[src/inc/imr_pkg.sv]
/*
  Shared constants and types for the fieldbus input image of the power controller:
  word indices, value ceilings, status and command bit positions, read sequencer states
  and the packed state records of the image and its word store.
  Assumes: a single clock domain; every user of it names members as imr_pkg::name.
*/
package imr_pkg;

  // geometry of the image
  localparam int unsigned ADDR_W = 8;   // request address width, word or byte units
  localparam int unsigned IDX_W  = 4;   // word index width inside the image
  localparam int unsigned DATA_W = 16;  // every location is one 16-bit word
  localparam int unsigned DEPTH  = 10;  // words 0 .. 9

  // word indices; byte offset is twice the index
  localparam logic [3:0] W_UNUSED0   = 4'h0;
  localparam logic [3:0] W_UNUSED1   = 4'h1;
  localparam logic [3:0] W_LINE_FREQ = 4'h2;
  localparam logic [3:0] W_OUT_VOLT  = 4'h3;
  localparam logic [3:0] W_OUT_CURR  = 4'h4;
  localparam logic [3:0] W_OUT_POWER = 4'h5;
  localparam logic [3:0] W_STATUS    = 4'h6;
  localparam logic [3:0] W_CMD_RB    = 4'h7;
  localparam logic [3:0] W_SETPOINT  = 4'h8;
  localparam logic [3:0] W_OUT_SCALE = 4'h9;
  localparam logic [3:0] W_LAST      = 4'h9;

  // per-word ceilings; the floor is always zero
  localparam logic [15:0] MAX_FREQ     = 16'hFFFF;
  localparam logic [15:0] MAX_VOLT     = 16'h270F;
  localparam logic [15:0] MAX_CURR     = 16'h270F;
  localparam logic [15:0] MAX_POWER    = 16'h0064;
  localparam logic [15:0] MAX_SETPOINT = 16'h03FF;
  localparam logic [15:0] MAX_SCALE    = 16'h00FF;
  localparam logic [15:0] ZERO_WORD    = 16'h0000;

  // status word bit positions
  localparam int unsigned ST_SCR_SHORT    = 0;
  localparam int unsigned ST_HEATER_BREAK = 1;
  localparam int unsigned ST_OUT_ENABLED  = 2;
  localparam int unsigned ST_CURR_LIMIT   = 4;
  localparam int unsigned ST_THERMAL      = 5;
  localparam int unsigned ST_COMM         = 6;
  localparam int unsigned ST_DIG_IN1      = 8;
  localparam int unsigned ST_DIG_IN2      = 9;
  localparam int unsigned ST_UNBALANCE    = 10;
  localparam int unsigned ST_PHASE_LOSS   = 13;
  localparam int unsigned ST_BAKEOUT      = 14;
  localparam int unsigned ST_THERM_LATCH  = 15;

  // command readback bit positions
  localparam int unsigned CB_SP_LOCAL   = 1;
  localparam int unsigned CB_OUT_ENABLE = 2;
  localparam int unsigned CB_ILIM_LOCAL = 4;

  // read sequencer
  typedef enum logic [1:0] {IMR_IDLE, IMR_FETCH, IMR_ANSWER} imr_rd_state_t;

  // all state of the image top
  typedef struct packed {
    logic                  di1_meta;     // first sync stage, input 1
    logic                  di1_sync;     // second sync stage, input 1
    logic                  di2_meta;     // first sync stage, input 2
    logic                  di2_sync;     // second sync stage, input 2
    logic [IDX_W-1:0]      refresh_idx;  // word being refreshed this cycle
    imr_rd_state_t         rd_state;     // read sequencer
    logic                  rd_err;       // request hit no word
    logic [DATA_W-1:0]     rd_data;      // answer word
    logic                  sp_local;     // set point source in force
    logic                  out_en;       // output enable in force
  } imr_state_t;

  // all state of the word store
  typedef struct packed {
    logic [DEPTH-1:0][DATA_W-1:0] words;  // image contents
    logic [DATA_W-1:0]            rdata;  // registered read word
  } imr_store_t;

endpackage

[src/verilog/imr_input_image.sv]
/*
  Read-only input image of the power controller as seen by a fieldbus master:
  live measurements, alarm and status flags, command readback, set point and
  output scaling, reachable by word index or by byte offset.
  Assumes: measurement, alarm and command inputs come from logic on SYS_CLK;
  the two digital inputs are raw pins; the protocol engine issues single reads.
*/
`timescale 1ns/1ns
`default_nettype none

// What this block does
// - image is read-only from the fieldbus
// - numeric words unsigned, clamped to their ceiling
// - byte offset twice word offset, same word
// - status bit 0 shows thyristor short alarm
// - status bit 1 shows heater break alarm
// - status bit 2 shows output enabled
// - status bit 4 shows current limit alarm
// - status bit 5 shows thermal alarm
// - status bit 6 shows communication alarm
// - status bits 8, 9 mirror digital inputs
// - status bit 10 shows load unbalance alarm
// - status bit 13 shows phase loss alarm
// - status bit 14 shows bakeout running
// - status bit 15 shows latched thermal alarm
// - status bits 3, 7, 11, 12 read zero
// - command bit 1 shows local set point
// - command bit 2 shows output commanded on
// - command bit 4 shows local current limit
// - set point word holds zero to 1023
// - scaling word holds zero to 255
// - read-write port: set point source from command
// - read-write port with input enable: enable needs input and command
module imr_input_image (
  input  wire logic                         SYS_CLK,
  input  wire logic                         RST,
  // read port toward the fieldbus engine
  input  wire logic                         RD_REQ,
  input  wire logic                         RD_BYTE_MODE,
  input  wire logic [imr_pkg::ADDR_W-1:0]   RD_ADDR,
  output logic                              RD_ACK,
  output logic      [imr_pkg::DATA_W-1:0]   RD_DATA,
  output logic                              RD_ERR,
  // live measurements
  input  wire logic [imr_pkg::DATA_W-1:0]   LINE_FREQ,
  input  wire logic [imr_pkg::DATA_W-1:0]   OUT_VOLT,
  input  wire logic [imr_pkg::DATA_W-1:0]   OUT_CURR,
  input  wire logic [imr_pkg::DATA_W-1:0]   OUT_POWER,
  // alarm and state flags
  input  wire logic                         ALM_SCR_SHORT,
  input  wire logic                         ALM_HEATER_BREAK,
  input  wire logic                         ALM_CURR_LIMIT,
  input  wire logic                         ALM_THERMAL,
  input  wire logic                         ALM_COMM,
  input  wire logic                         ALM_UNBALANCE,
  input  wire logic                         ALM_PHASE_LOSS,
  input  wire logic                         BAKEOUT_ON,
  input  wire logic                         ALM_THERM_LATCHED,
  // digital input pins
  input  wire logic                         DIG_IN1,
  input  wire logic                         DIG_IN2,
  // holding values written by the master elsewhere
  input  wire logic                         CMD_SP_LOCAL,
  input  wire logic                         CMD_OUT_ENABLE,
  input  wire logic                         CMD_ILIM_LOCAL,
  input  wire logic [imr_pkg::DATA_W-1:0]   SETPOINT,
  input  wire logic [imr_pkg::DATA_W-1:0]   OUT_SCALE,
  // configuration
  input  wire logic                         PORT_RW_ACCESS,
  input  wire logic                         DI_SELECTS_SP,
  input  wire logic                         DI_ENABLES_OUT,
  // resolved controls
  output logic                              SETPOINT_LOCAL,
  output logic                              OUTPUT_ENABLED
);

  imr_pkg::imr_state_t          state;       // all registered state
  imr_pkg::imr_state_t          next_state;  // its next value
  logic [imr_pkg::DATA_W-1:0]   wr_word;     // word refreshed this cycle
  logic [imr_pkg::DATA_W-1:0]   status_word; // packed alarm and state flags
  logic [imr_pkg::DATA_W-1:0]   cmd_word;    // packed command readback
  logic                         req_taken;   // read accepted this cycle
  logic [imr_pkg::ADDR_W-1:0]   req_word;    // requested word index, full width
  logic                         req_bad;     // request misses the image
  logic [imr_pkg::DATA_W-1:0]   mem_rdata;   // registered store output

  // clip a measurement to its ceiling; the floor is zero since all are unsigned
  function automatic logic [imr_pkg::DATA_W-1:0] clamp_word(
    input logic [imr_pkg::DATA_W-1:0] value,
    input logic [imr_pkg::DATA_W-1:0] ceiling
  );
    return (value > ceiling) ? ceiling : value;
  endfunction

  // byte addressing halves the offset, word addressing uses it as is
  function automatic logic [imr_pkg::ADDR_W-1:0] word_of(
    input logic                       byte_mode,
    input logic [imr_pkg::ADDR_W-1:0] addr
  );
    return byte_mode ? {1'b0, addr[imr_pkg::ADDR_W-1:1]} : addr;
  endfunction

  // odd byte offsets split a word, so they are refused like unmapped ones
  function automatic logic addr_bad(
    input logic                       byte_mode,
    input logic [imr_pkg::ADDR_W-1:0] addr
  );
    return (byte_mode && addr[0]) || (word_of(byte_mode, addr) > {4'h0, imr_pkg::W_LAST});
  endfunction

  assign req_taken = (state.rd_state == imr_pkg::IMR_IDLE) && RD_REQ;
  assign req_word  = word_of(RD_BYTE_MODE, RD_ADDR);
  assign req_bad   = addr_bad(RD_BYTE_MODE, RD_ADDR);

  // status flags; unused positions stay zero from the default
  always_comb
  begin
    status_word = imr_pkg::ZERO_WORD;
    status_word[imr_pkg::ST_SCR_SHORT]    = ALM_SCR_SHORT;
    status_word[imr_pkg::ST_HEATER_BREAK] = ALM_HEATER_BREAK;
    status_word[imr_pkg::ST_OUT_ENABLED]  = state.out_en;
    status_word[imr_pkg::ST_CURR_LIMIT]   = ALM_CURR_LIMIT;
    status_word[imr_pkg::ST_THERMAL]      = ALM_THERMAL;
    status_word[imr_pkg::ST_COMM]         = ALM_COMM;
    status_word[imr_pkg::ST_DIG_IN1]      = state.di1_sync;
    status_word[imr_pkg::ST_DIG_IN2]      = state.di2_sync;
    status_word[imr_pkg::ST_UNBALANCE]    = ALM_UNBALANCE;
    status_word[imr_pkg::ST_PHASE_LOSS]   = ALM_PHASE_LOSS;
    status_word[imr_pkg::ST_BAKEOUT]      = BAKEOUT_ON;
    status_word[imr_pkg::ST_THERM_LATCH]  = ALM_THERM_LATCHED;
  end

  // command readback mirrors what the master asked for, not what is in force
  always_comb
  begin
    cmd_word = imr_pkg::ZERO_WORD;
    cmd_word[imr_pkg::CB_SP_LOCAL]   = CMD_SP_LOCAL;
    cmd_word[imr_pkg::CB_OUT_ENABLE] = CMD_OUT_ENABLE;
    cmd_word[imr_pkg::CB_ILIM_LOCAL] = CMD_ILIM_LOCAL;
  end

  // word for the refresh slot; a round robin keeps the store one mux wide
  // at the price of up to ten cycles of staleness per word
  always_comb
  begin
    case (state.refresh_idx)
      imr_pkg::W_UNUSED0:   wr_word = imr_pkg::ZERO_WORD;
      imr_pkg::W_UNUSED1:   wr_word = imr_pkg::ZERO_WORD;
      imr_pkg::W_LINE_FREQ: wr_word = clamp_word(LINE_FREQ, imr_pkg::MAX_FREQ);
      imr_pkg::W_OUT_VOLT:  wr_word = clamp_word(OUT_VOLT, imr_pkg::MAX_VOLT);
      imr_pkg::W_OUT_CURR:  wr_word = clamp_word(OUT_CURR, imr_pkg::MAX_CURR);
      imr_pkg::W_OUT_POWER: wr_word = clamp_word(OUT_POWER, imr_pkg::MAX_POWER);
      imr_pkg::W_STATUS:    wr_word = status_word;
      imr_pkg::W_CMD_RB:    wr_word = cmd_word;
      imr_pkg::W_SETPOINT:  wr_word = clamp_word(SETPOINT, imr_pkg::MAX_SETPOINT);
      imr_pkg::W_OUT_SCALE: wr_word = clamp_word(OUT_SCALE, imr_pkg::MAX_SCALE);
      default:              wr_word = imr_pkg::ZERO_WORD;
    endcase
  end

  // next state: pin sync, refresh pointer, control resolution, read sequencer
  always_comb
  begin
    next_state = state;
    // two stages before anything looks at the pins
    next_state.di1_meta = DIG_IN1;
    next_state.di1_sync = state.di1_meta;
    next_state.di2_meta = DIG_IN2;
    next_state.di2_sync = state.di2_meta;
    // walk words 0 .. 9 and wrap
    if (state.refresh_idx >= imr_pkg::W_LAST)
    begin
      next_state.refresh_idx = imr_pkg::W_UNUSED0;
    end
    else
    begin
      next_state.refresh_idx = state.refresh_idx + 4'h1;
    end
    // set point source: fieldbus command wins when it may write
    if (PORT_RW_ACCESS)
    begin
      next_state.sp_local = CMD_SP_LOCAL;
    end
    else if (DI_SELECTS_SP)
    begin
      next_state.sp_local = state.di1_sync;
    end
    else
    begin
      next_state.sp_local = CMD_SP_LOCAL;
    end
    // output enable: input and command must agree when both have a say
    if (DI_ENABLES_OUT && PORT_RW_ACCESS)
    begin
      next_state.out_en = state.di2_sync && CMD_OUT_ENABLE;
    end
    else if (DI_ENABLES_OUT)
    begin
      next_state.out_en = state.di2_sync;
    end
    else
    begin
      next_state.out_en = CMD_OUT_ENABLE;
    end
    // read sequencer; no write path exists at all
    case (state.rd_state)
      imr_pkg::IMR_IDLE:
      begin
        if (RD_REQ)
        begin
          next_state.rd_err   = req_bad;
          next_state.rd_state = imr_pkg::IMR_FETCH;
        end
      end
      imr_pkg::IMR_FETCH:
      begin
        // refused requests answer zero, never a neighbouring word
        next_state.rd_data  = state.rd_err ? imr_pkg::ZERO_WORD : mem_rdata;
        next_state.rd_state = imr_pkg::IMR_ANSWER;
      end
      imr_pkg::IMR_ANSWER:
      begin
        next_state.rd_state = imr_pkg::IMR_IDLE;
      end
      default:
      begin
        next_state.rd_state = imr_pkg::IMR_IDLE;
      end
    endcase
  end

  // single state register
  always_ff @(posedge SYS_CLK or posedge RST)
  begin
    if (RST)
    begin
      state <= '0;
    end
    else
    begin
      state <= next_state;
    end
  end

  // image storage, refreshed one word per cycle
  imr_word_store u_store (
    .clk   (SYS_CLK),
    .rst   (RST),
    .we    (1'b1),
    .waddr (state.refresh_idx),
    .wdata (wr_word),
    .re    (req_taken),
    .raddr (req_word[imr_pkg::IDX_W-1:0]),
    .rdata (mem_rdata)
  );

  assign RD_ACK         = (state.rd_state == imr_pkg::IMR_ANSWER);
  assign RD_DATA        = state.rd_data;
  assign RD_ERR         = state.rd_err;
  assign SETPOINT_LOCAL = state.sp_local;
  assign OUTPUT_ENABLED = state.out_en;
endmodule

`default_nettype wire

[src/verilog/imr_word_store.sv]
/*
  Word store of the input image: ten 16-bit words, one write port and one
  read port whose data come out of a register on a read enable.
  Assumes: one clock, asynchronous active-high reset, writer keeps waddr in range.
*/
`timescale 1ns/1ns
`default_nettype none

module imr_word_store (
  input  wire logic                         clk,
  input  wire logic                         rst,
  input  wire logic                         we,
  input  wire logic [imr_pkg::IDX_W-1:0]    waddr,
  input  wire logic [imr_pkg::DATA_W-1:0]   wdata,
  input  wire logic                         re,
  input  wire logic [imr_pkg::IDX_W-1:0]    raddr,
  output logic      [imr_pkg::DATA_W-1:0]   rdata
);

  imr_pkg::imr_store_t state;       // registered store
  imr_pkg::imr_store_t next_state;  // its next value

  // write and read select; out-of-range reads give zero rather than x
  always_comb
  begin
    next_state = state;
    if (we && (waddr <= imr_pkg::W_LAST))
    begin
      next_state.words[waddr] = wdata;
    end
    if (re)
    begin
      next_state.rdata = (raddr <= imr_pkg::W_LAST) ? state.words[raddr] : imr_pkg::ZERO_WORD;
    end
  end

  // zeroed at reset so an early read never sees garbage
  always_ff @(posedge clk or posedge rst)
  begin
    if (rst)
    begin
      state <= '0;
    end
    else
    begin
      state <= next_state;
    end
  end

  assign rdata = state.rdata;

endmodule

`default_nettype wire
[config.mk]
export PLATFORM = sky130hd
export DESIGN_NAME = imr_input_image
export DESIGN_NICKNAME = d
export VERILOG_FILES = /design/src/inc/imr_pkg.sv /design/src/verilog/imr_input_image.sv /design/src/verilog/imr_word_store.sv
export SDC_FILE = /design/constraint.sdc
export NUM_CORES = 1
export LEC_CHECK = 0
export ABC_AREA = 1
export ABC_CLOCK_PERIOD_IN_PS = 5600
export BUFFER_PORTS_ARGS = -buffer_cell sky130_fd_sc_hd__clkbuf_2
export CAP_MARGIN = 10
export CORE_AREA = 2 2 157 159
export CTS_CLUSTER_SIZE = 10
export DETAILED_ROUTE_END_ITERATION = 6
export DIE_AREA = 0 0 159 161
export PLACE_DENSITY = 0.73
export SLEW_MARGIN = 10
export SYNTH_ARGS = -nofsm -noshare
export SYNTH_HDL_FRONTEND = slang
export SYNTH_SLANG_ARGS = --single-unit
[constraint.sdc]
create_clock -name SYS_CLK -period 5.6 [get_ports SYS_CLK]
set_input_delay 0.28 -clock SYS_CLK [delete_from_list [all_inputs] [get_ports SYS_CLK]]
set_output_delay 0.28 -clock SYS_CLK [all_outputs]
set_load 0.005 [all_outputs]
* After elaboration in Yosys (flattened, before gate mapping)
Index checks and enable logic that the tools add are counted.
Word-level totals: logic and storage cells 76, output and inout port bits 20, flip-flop bits (word level) 205, input port bits 125
Operators by class: reduce and logical (&&, ||, !) cells 8, mux-type cells 22, eq/ne operators 11, add/sub/neg operators 1, order comparisons 13
Operators by type and width (count):
- bitwise mux 160 bit | 1
- two-way mux 16 bit | 10
- one-hot mux 16 bit (8 select lines) | 1
- binary-select mux 16 bit (select 4 bit) | 1
- demux 16 bit (select 4 bit) | 1
- greater-than comparator 16 x 14 -> 1 bit (second input constant) | 2
- == test 4 x 3 -> 1 bit (second input constant) | 4
- greater-than comparator 16 x 10 -> 1 bit (second input constant) | 1
- greater-than comparator 16 bit (second input constant) | 1
- greater-than comparator 16 x 7 -> 1 bit (second input constant) | 1
- greater-than comparator 16 x 8 -> 1 bit (second input constant) | 1
- < comparator 4 x 5 -> 1 bit (second input constant) | 2
- == test 4 x 2 -> 1 bit (second input constant) | 2
- == test 4 bit (second input constant) | 2
- greater-than comparator 8 x 4 -> 1 bit (second input constant) | 1
- <= comparator 4 bit (second input constant) | 2
- two-way mux 8 bit | 1
- logical AND 1 bit | 5
- adder 4 x 1 -> 4 bit (second input constant) | 1
- >= comparator 4 x 1 -> 1 bit (second input constant) | 1
- >= comparator 4 bit (second input constant) | 1
- two-way mux 1 bit | 4
- two-way mux 4 bit | 1
- one-hot mux 2 bit (2 select lines) | 1
- other kinds (7) | 7

* Depth between registers and ports, before layout
Gate-level depths: netlist (run 1).
word-level depth 5, depth in mapped cells 14, gate-level depth less buffers 12

* Hierarchy
From an unflattened synthesis (run 1), not the netlist that was laid out.
Second synthesis, totals: cells, all modules 1474, area total of the unflattened synthesis 10785.3 µm²
By module, submodules not included:
- imr_word_store | instances 1, area an instance 8255.4 µm², cells each 1064, sequential area each 4404.2 µm²
- imr_input_image | instances 1, area an instance 2529.9 µm², cells each 410, sequential area each 725.7 µm²

* Worst setup path after synthesis (run 1)
Ideal clock, no wire load.
kind flip-flop to flip-flop, from reg state[21] in the netlist's numbering, to reg u_store.state[101] in the netlist's numbering, setup slack 3836 ps, data required time 5483 ps, cell stages (with the launch flop) 15, path buffers 2, arrival time 1647 ps, clock period less this slack 1764 ps, path through dfrtp_1 inv_1 ha_1 buf_2 nand2_2 inv_2 buf_6 nand2_1 nand2_1 clkinv_1 nand3_1 nor2_1 nand3_2 nand2_1 nand2_1
Between the ends: longest elaborated chain between the ends 5, elaborated cells between the ends (all ways) 16, those cells by class order compare: 3; eq/ne: 8; mux: 4; reduce/logical: 1
Ends and longest elaborated chain:
- start, declared | line imr_input_image.sv:77 | imr_pkg::imr_state_t state;
- start signal, assigned | line imr_input_image.sv:241 | state <= next_state;
- < comparator 4 x 5 -> 1 bit (implied by the code) / >= comparator 4 x 1 -> 1 bit (equally long branches) | line imr_word_store.sv:29 | next_state.words[waddr] = wdata;
- logical AND 1 bit (implied by the code) | line imr_word_store.sv:29
- two-way mux 16 bit (implied by the code) | line imr_word_store.sv:29
- demux 16 bit (select 4 bit)
- bitwise mux 160 bit | line imr_word_store.sv:29
- end signal, assigned | line imr_word_store.sv:46 | state <= next_state;
- end, declared | line imr_word_store.sv:20 | imr_pkg::imr_store_t state;
Parallel ways exist; a longest one is shown, timed or not. A chain may end at the register's enable or synchronous reset.

* Worst setup path after layout (run 1)
from reg state[23] in the netlist's numbering, to reg u_store.state[69] in the netlist's numbering
The elaborated chain is that of the path after synthesis.

==> results of run 1 <==
[logic make-up after synthesis]
logic type / after synthesis / synth area share
flip-flops: 205 / 0.482
buffers and inverters: 185 / 0.0813
adder cells (fa/ha/maj): 5 / 0.00587
AO/OA/AOI/OAI: 125 / 0.0661
AND/OR/NAND/NOR: 942 / 0.365
[report_power, final]
part	internal, W	switching [W]	total, W
Clock	0.000833	0.000592	0.00143
Sequential	0.00154	0.0000499	0.00159
Combinational	0.000113	0.000226	0.000339
Total	0.00249	0.000868	0.00336
[cell usage in the layout (no fill, tap or decap), drive strengths merged]
cell	Yosys	final
nand4	14	14
ha	5	5
clkbuf	19	175
a31oi	1	1
o211ai	17	17
o21ai	73	73
dlygate4sd3	0	4
nor2	67	67
nor3	3	3
dfrtp	205	205
o22ai	1	1
nand2	730	730
a21oi	28	28
clkinv	3	4
a22o	2	2
a21boi	1	1
nand3	125	125
nand3b	3	3
o21a	2	2
inv	100	99
buf	63	12
clkinvlp	0	1
[routing by layer]
layer  part of all wire  wire length, µm
met2               0.47            15200
met5                  0                0
met3              0.075             2440
met1               0.42            13600
met4              0.041             1340
[worst min-delay path by stage]
stage / endpoint
after floorplan: next_state[25]
after global placement: state[27]
after detailed placement: state[25]
after CTS: u_store.state[62]
after global routing: u_store.state[62]
final: u_store.state[126]
[cell usage after synthesis (all sizes together)]
cell type and number:
a21boi 1, a21oi 28, a22o 2, a31oi 1, buf 63, clkbuf 19, clkinv 3, dfrtp 205
ha 5, inv 100, nand2 730, nand3 125, nand3b 3, nand4 14, nor2 67, nor3 3
o211ai 17, o21a 2, o21ai 73, o22ai 1
[worst register-to-register path, stage by stage, from the launching register on]
cell and delay (ps):
dfrtp_1 580, inv_1 180, nand3_1 720, inv_1 610, nand2_1 190, nand3_1 80
nor2_1 210, nand3_2 250, nand2_1 120, nand2_1 60
[layout make-up]
| cell class | instances | area [µm²] |
|---|---|---|
| well taps | 324 | 405 |
| multi-input cells | 1072 | 4660 |
| repair buffers | 160 | 851 |
| clock buffers | 31 | 678 |
| clock inverters | 1 | 8.76 |
| flip-flops and latches | 205 | 5130 |
| inverters | 103 | 390 |
| fillers | 2387 | 11800 |
[stage by stage]
stage               total power (W)   util  setup WS, ps  hold slack, ps
global placement            0.00194  0.476          2630             334
global route                0.00347  0.506          2330            27.0
detailed placement          0.00195  0.476          2530             343
floorplan                   0.00182      -          2660             311
CTS                         0.00336  0.506          2540            12.8
finish                      0.00336  0.506          2490            17.9
[sequential cells by signal, summed over array words and instances (netlist names)]
name,flops
RD_DATA,16
u_store.state,160
OUTPUT_ENABLED,1
SETPOINT_LOCAL,1
next_state,2
state,8
RD_ERR,1
u_store.rdata,16
==> metrics, run 1 <==
outcome=completed; Yosys top cell area share=0.482; Worst path top cell family by delay=simple AND/OR/NAND/NOR gates; CORE AREA=roughly 24000 µm²; layout cells sized above 1=0.146; hold crit path type=in -> reg; Setup Total Neg Slack=0 ps; min-delay src=BAKEOUT_ON; first-pass GRT wire length=52.1 mm; Pwr Density=~280 nW/µm²; height of the die=161 µm; Hold Fails Final Rpt=0; r2r endpoint=u_store.state[69]; GPL Wtd Cong=roughly 0.88; Avg Cell Area, Syn=roughly 7.3 µm²; Mapped Area=10700 µm²; Worst setup SP type=flip-flop; minimum clock period=around 3100 ps; TritonCTS clock tree=done; worst slew pin tran=985 ps; register area share after synthesis=0.482; met3 Use GR=0.0344; Setup-failing EPs final=0; Synth-to-Final Area Change=13.9%; critical path endpoint category=flip-flop; Post-Synthesis Cells=between 1000 and 1500; R2R cell count=9; placed cell count=1860; post-route cell area=between 10000 and 15000 µm²; Crit-path slowest cell=nand3_1; GR Layer Usage met2=0.428; vias=~10000; Lkg Pwr=about 6.5 nW; postcts setup bufs=0; CTS H-tree lvls=1; Pins Over Slew Limit=0; distinct cell type count after synthesis=35; Tot GR Track Use=0.254; max_cap viols=0; flop and latch count out of synthesis=between 200 and 250; critical path depth in cells=9; gr busiest metal=met2; number of buffers and inverters on the critical path=2; # diodes=0; critical path arrival=3520 ps; met1 GRT Util=0.332; FF-to-FF Start=state[23]; largest net degree at the start of global routing=between 70 and 80; Syn. warnings=0; CP max FO=21; Final period util=0.556; I/O Buffers=between 100 and 150; DRT Wirelength=32.5 mm; synth top area cells=dfrtp_1 48%, nand2_1 26%, nand3_1 5.5%; CTS max path bufs=3; Mapped Nets=1592; hold-fix buffer count after cts=4; crit path kind=reg -> reg; drt wl/cell=around 17 µm; Worst Clk Skew=17.7 ps; Crit path required time=~6000 ps; iteration-0 DRC count of the detailed router=between 1000 and 1500; # clock sinks=205; initial antenna violation count=0; Worst path max stage delay=about 700 ps; grt ovf=0; Initial Util=0.444; WHS Path Cells=3; vias per cell=~5.3; Cell Count, Final, Fillers Out=around 1900; CP endpoint=u_store.state[69]; flop2flop setup slack=around 2500 ps; 1st-pass router iterations=5; Peak VDD IR=between 150 and 200 µV; largest area contributor in the netlist=dfrtp_1; DP Area=11400 µm²; vias in the first global route=9834; # IOs=about 150; slew margin rel.=0.342; Die ar.=approximately 26000 µm²; chip width=roughly 160 µm; # DRC=0; ordered cell list for the critical path=inv_1 -> nand3_1 -> inv_1 -> nand2_1 -> nand3_1 -> nor2_1 -> nand3_2 -> nand2_1 -> nand2_1; CTS clk-pin slew, worst paths=around 60 ps; Crit path top cell by count=nand2_1; Resized cells post-CTS=0; hpwl dp=between 20 and 25 mm; f_max=roughly 320 MHz; Nets=1697; Clk Latency, worst-skew pair=530 ps; FP Rows=57; RSZ-0062 raised after global routing=no; CTS buffer count=25; CTS root buffer=clkbuf_16; CP startpoint=state[23]; Antenna Nets Post-Route=0
Note: power is estimated with default switching activity, not from simulation.
==> run 2, diff against run 1 <==
--- a/config.mk
+++ b/config.mk
@@ -6,7 +6,7 @@
 export NUM_CORES = 1
 export LEC_CHECK = 0
 export ABC_AREA = 1
-export ABC_CLOCK_PERIOD_IN_PS = 5600
+export ABC_CLOCK_PERIOD_IN_PS = 2800
 export BUFFER_PORTS_ARGS = -buffer_cell sky130_fd_sc_hd__clkbuf_2
 export CAP_MARGIN = 10
 export CORE_AREA = 2 2 157 159
==> constraint.sdc (replaced) <==
create_clock -name SYS_CLK -period 2.8 [get_ports SYS_CLK]
set_input_delay 0.14 -clock SYS_CLK [delete_from_list [all_inputs] [get_ports SYS_CLK]]
set_output_delay 0.14 -clock SYS_CLK [all_outputs]
set_load 0.005 [all_outputs]
==> run 2 against run 1 <==
  * Routed wire length decreased by 3.0%
  * Sequential power increased by 99%
  * Via count increased by 0.60%
  * Critical path depth increased by 3
  * Fmax increased by 27%
  * First-iteration DRC count increased by 11%
  * Non-clock buffer count increased by 28
  * Worst setup slack got worse by 2100 ps
  * Sequential share of layout area decreased by 1.1 points
  * Global-route usage decreased by 0.53 points
  * Critical path type unchanged
  * Critical endpoint is now u_store.state[96]
==> metrics, run 2 (synthesized netlist as in run 1, its figures left out) <==
outcome=completed; largest register by flop count=u_store.state; # fillers=2321 (-2.8%); largest net degree at the start of global routing=88 (+16%); CTS H-tree lvls=1 (unchanged); layout cells sized above 1=0.154 (+0.00817); DRT Wirelength=31.6 mm (-3.0%); FP Rows=57 (unchanged); CORE AREA=24000 µm² (unchanged); Clk pwr share=0.427 (+0.002); Pins Over Slew Limit=0 (unchanged); Util after Layout=0.520 (+0.0137); iteration-0 DRC count of the detailed router=1138 (+11%); CTS root buffer=clkbuf_16; Crit path required time=3210 ps (-2800 ps); vias=10169 (+0.60%); # DRC=0 (unchanged); Multi-input gate area=4660 µm² (about the same); first-pass GRT wire length=51.2 mm (-1.7%); Setup-failing EPs final=0 (unchanged); minimum clock period=2450 ps (-661 ps); GR Layer Usage met2=0.405 (-0.0233); initial antenna violation count=0 (unchanged); Final period util=0.876 (+0.320); max FFs per register=160 (unchanged); DP Area=11600 µm² (+1.8%); I/O Buffers=144 (unchanged); vias per cell=5.29 (-0.81%); vias in the first global route=9637 (-2.0%); CP max FO=15 (-29%); number of buffers and inverters on the critical path=3 (+1); Synth-to-Final Area Change=17.0%; Worst path max stage delay=420 ps (-300 ps); Crit path top cell by count=nand2_1; Seq. cell area=5130 µm² (unchanged); chip width=159 µm (unchanged); Antenna Nets Post-Route=0 (unchanged); Flop pwr share=0.466 (-0.008); Cell Count, Final, Fillers Out=1923 (+1.4%); gr busiest metal=met2; met3 Use GR=0.0393 (+0.00488); # IOs=145 (unchanged); critical path endpoint category=flip-flop; worst slew pin tran=889 ps (-96.0 ps); power share of the combinational group=0.107 (+0.006); f_max=408 MHz (+27%); height of the die=161 µm (unchanged); switching share of total power=0.253 (-0.00592); # clock sinks=205 (unchanged); Worst Clk Skew=16.7 ps (-1.01 ps); Worst path top cell family by delay=simple AND/OR/NAND/NOR gates; Clk Latency, worst-skew pair=520 ps (about the same); Psw=0.00172 W (+98%); Pwr Density=545 nW/µm² (+97%); # diodes=0 (unchanged); Nets=1725 (+1.6%); max_cap viols=0 (unchanged); ordered cell list for the critical path=inv_1 -> ha_1 -> nand2_2 -> inv_2 -> nand2_1 -> nand2_1 -> inv_1 -> nand2_1 -> nor2_1 -> nand4_2 -> nand2_1 -> nand2_1; highest-count cells in the layout ignoring fill and taps=722 x nand2_1, 205 x dfrtp_1, 144 x clkbuf_2; crit path kind=reg -> reg; grt ovf=0 (unchanged); CTS clk-pin slew, worst paths=60 ps (about the same); critical path arrival=2860 ps (-660 ps); TritonCTS clock tree=done; hold crit path type=in -> reg; Worst setup SP type=flip-flop; met1 GRT Util=0.343 (+0.0111); Tot GR Track Use=0.249 (-0.00531); Crit-path slowest cell=dfrtp_1; Initial Util=0.444 (unchanged); CTS buffer count=25 (unchanged); WHS=37.9 ps (+20.0 ps); Die ar.=25600 µm² (unchanged); Setup Total Neg Slack=0 ps (unchanged); GPL Wtd Cong=0.903 (+2.4%); Internal=0.00507 W (+100%); RSZ-0062 raised after global routing=no; commonest non-fill, non-tap cell in the layout=nand2_1; placed cell count=1877 (+0.91%); hpwl dp=21.2 mm (+0.97%); Hold Fails Final Rpt=0 (unchanged); 1st-pass router iterations=5 (unchanged); drt wl/cell=16.4 µm (-4.3%); post-route cell area=12500 µm² (+2.7%); slew margin rel.=0.405 (+0.0636); Resized cells post-CTS=0 (unchanged); CTS max path bufs=3 (unchanged); Lkg Pwr=6.63 nW (+2.5%); Peak VDD IR=423 µV (+140%)
==> run 2: cell type report <==
| type | instances | area share |
|---|---|---|
| clock buffer | 28 | 0.0527 |
| clock inverter | 3 | 0.00382 |
| inverter | 103 | 0.0313 |
| multi-input combinational | 1072 | 0.374 |
| sequential | 205 | 0.412 |
| tap | 324 | 0.0325 |
| timing repair buffer | 188 | 0.0934 |
==> run 2: tightest hold or removal path, stage by stage <==
cell and delay, ps:
clkbuf_2 80, nor3_1 30, o211ai_1 120, o22ai_1 100, inv_1 50
==> run 2: final timing paths <==
kind,startpoint,to,slack (ps),depth (start not counted)
min in group asynchronous,RST,u_store.state[24],100,3
worst max register to register,state[21],u_store.state[96],350,12
worst min-delay path,RD_ADDR[5],RD_ERR,40,5
worst max-delay path,state[21],u_store.state[96],350,12
max in group asynchronous,RST,u_store.state[82],1990,4
worst min register to register,next_state[27],state[27],350,0
==> run 2: through the flow <==
stage                     setup WS [ps]  power (W)
after global routing                103    0.00705
after floorplan                    1.73    0.00363
after CTS                           388    0.00681
after global placement              525    0.00391
after detailed placement            423    0.00392
final                               347    0.00679
==> run 2: power by group through the flow <==
stage          sequential, W  combinational (W)  clock [W]
3_5_place_dp         0.00321           0.000707          0
6_report             0.00316           0.000728    0.00290
3_3_place_gp         0.00321           0.000699          0
5_1_grt              0.00318           0.000820    0.00305
4_1_cts              0.00316           0.000729    0.00292
2_1_floorplan        0.00318           0.000450          0
==> run 2: timing repair <==
| item | in CTS | in global routing |
|---|---|---|
| hold endpoints to repair | 216 | 0 |
| buffers inserted | 0 | 0 |
| hold buffers | 15 | 0 |
==> run 2: layer usage <==
layer,routed length (µm),share of wire,up-vias
li1,-,-,4813
met1,13400,0.42,4824
met2,14800,0.47,457
met3,2480,0.079,75
met4,971,0.031,0
met5,0,0,-
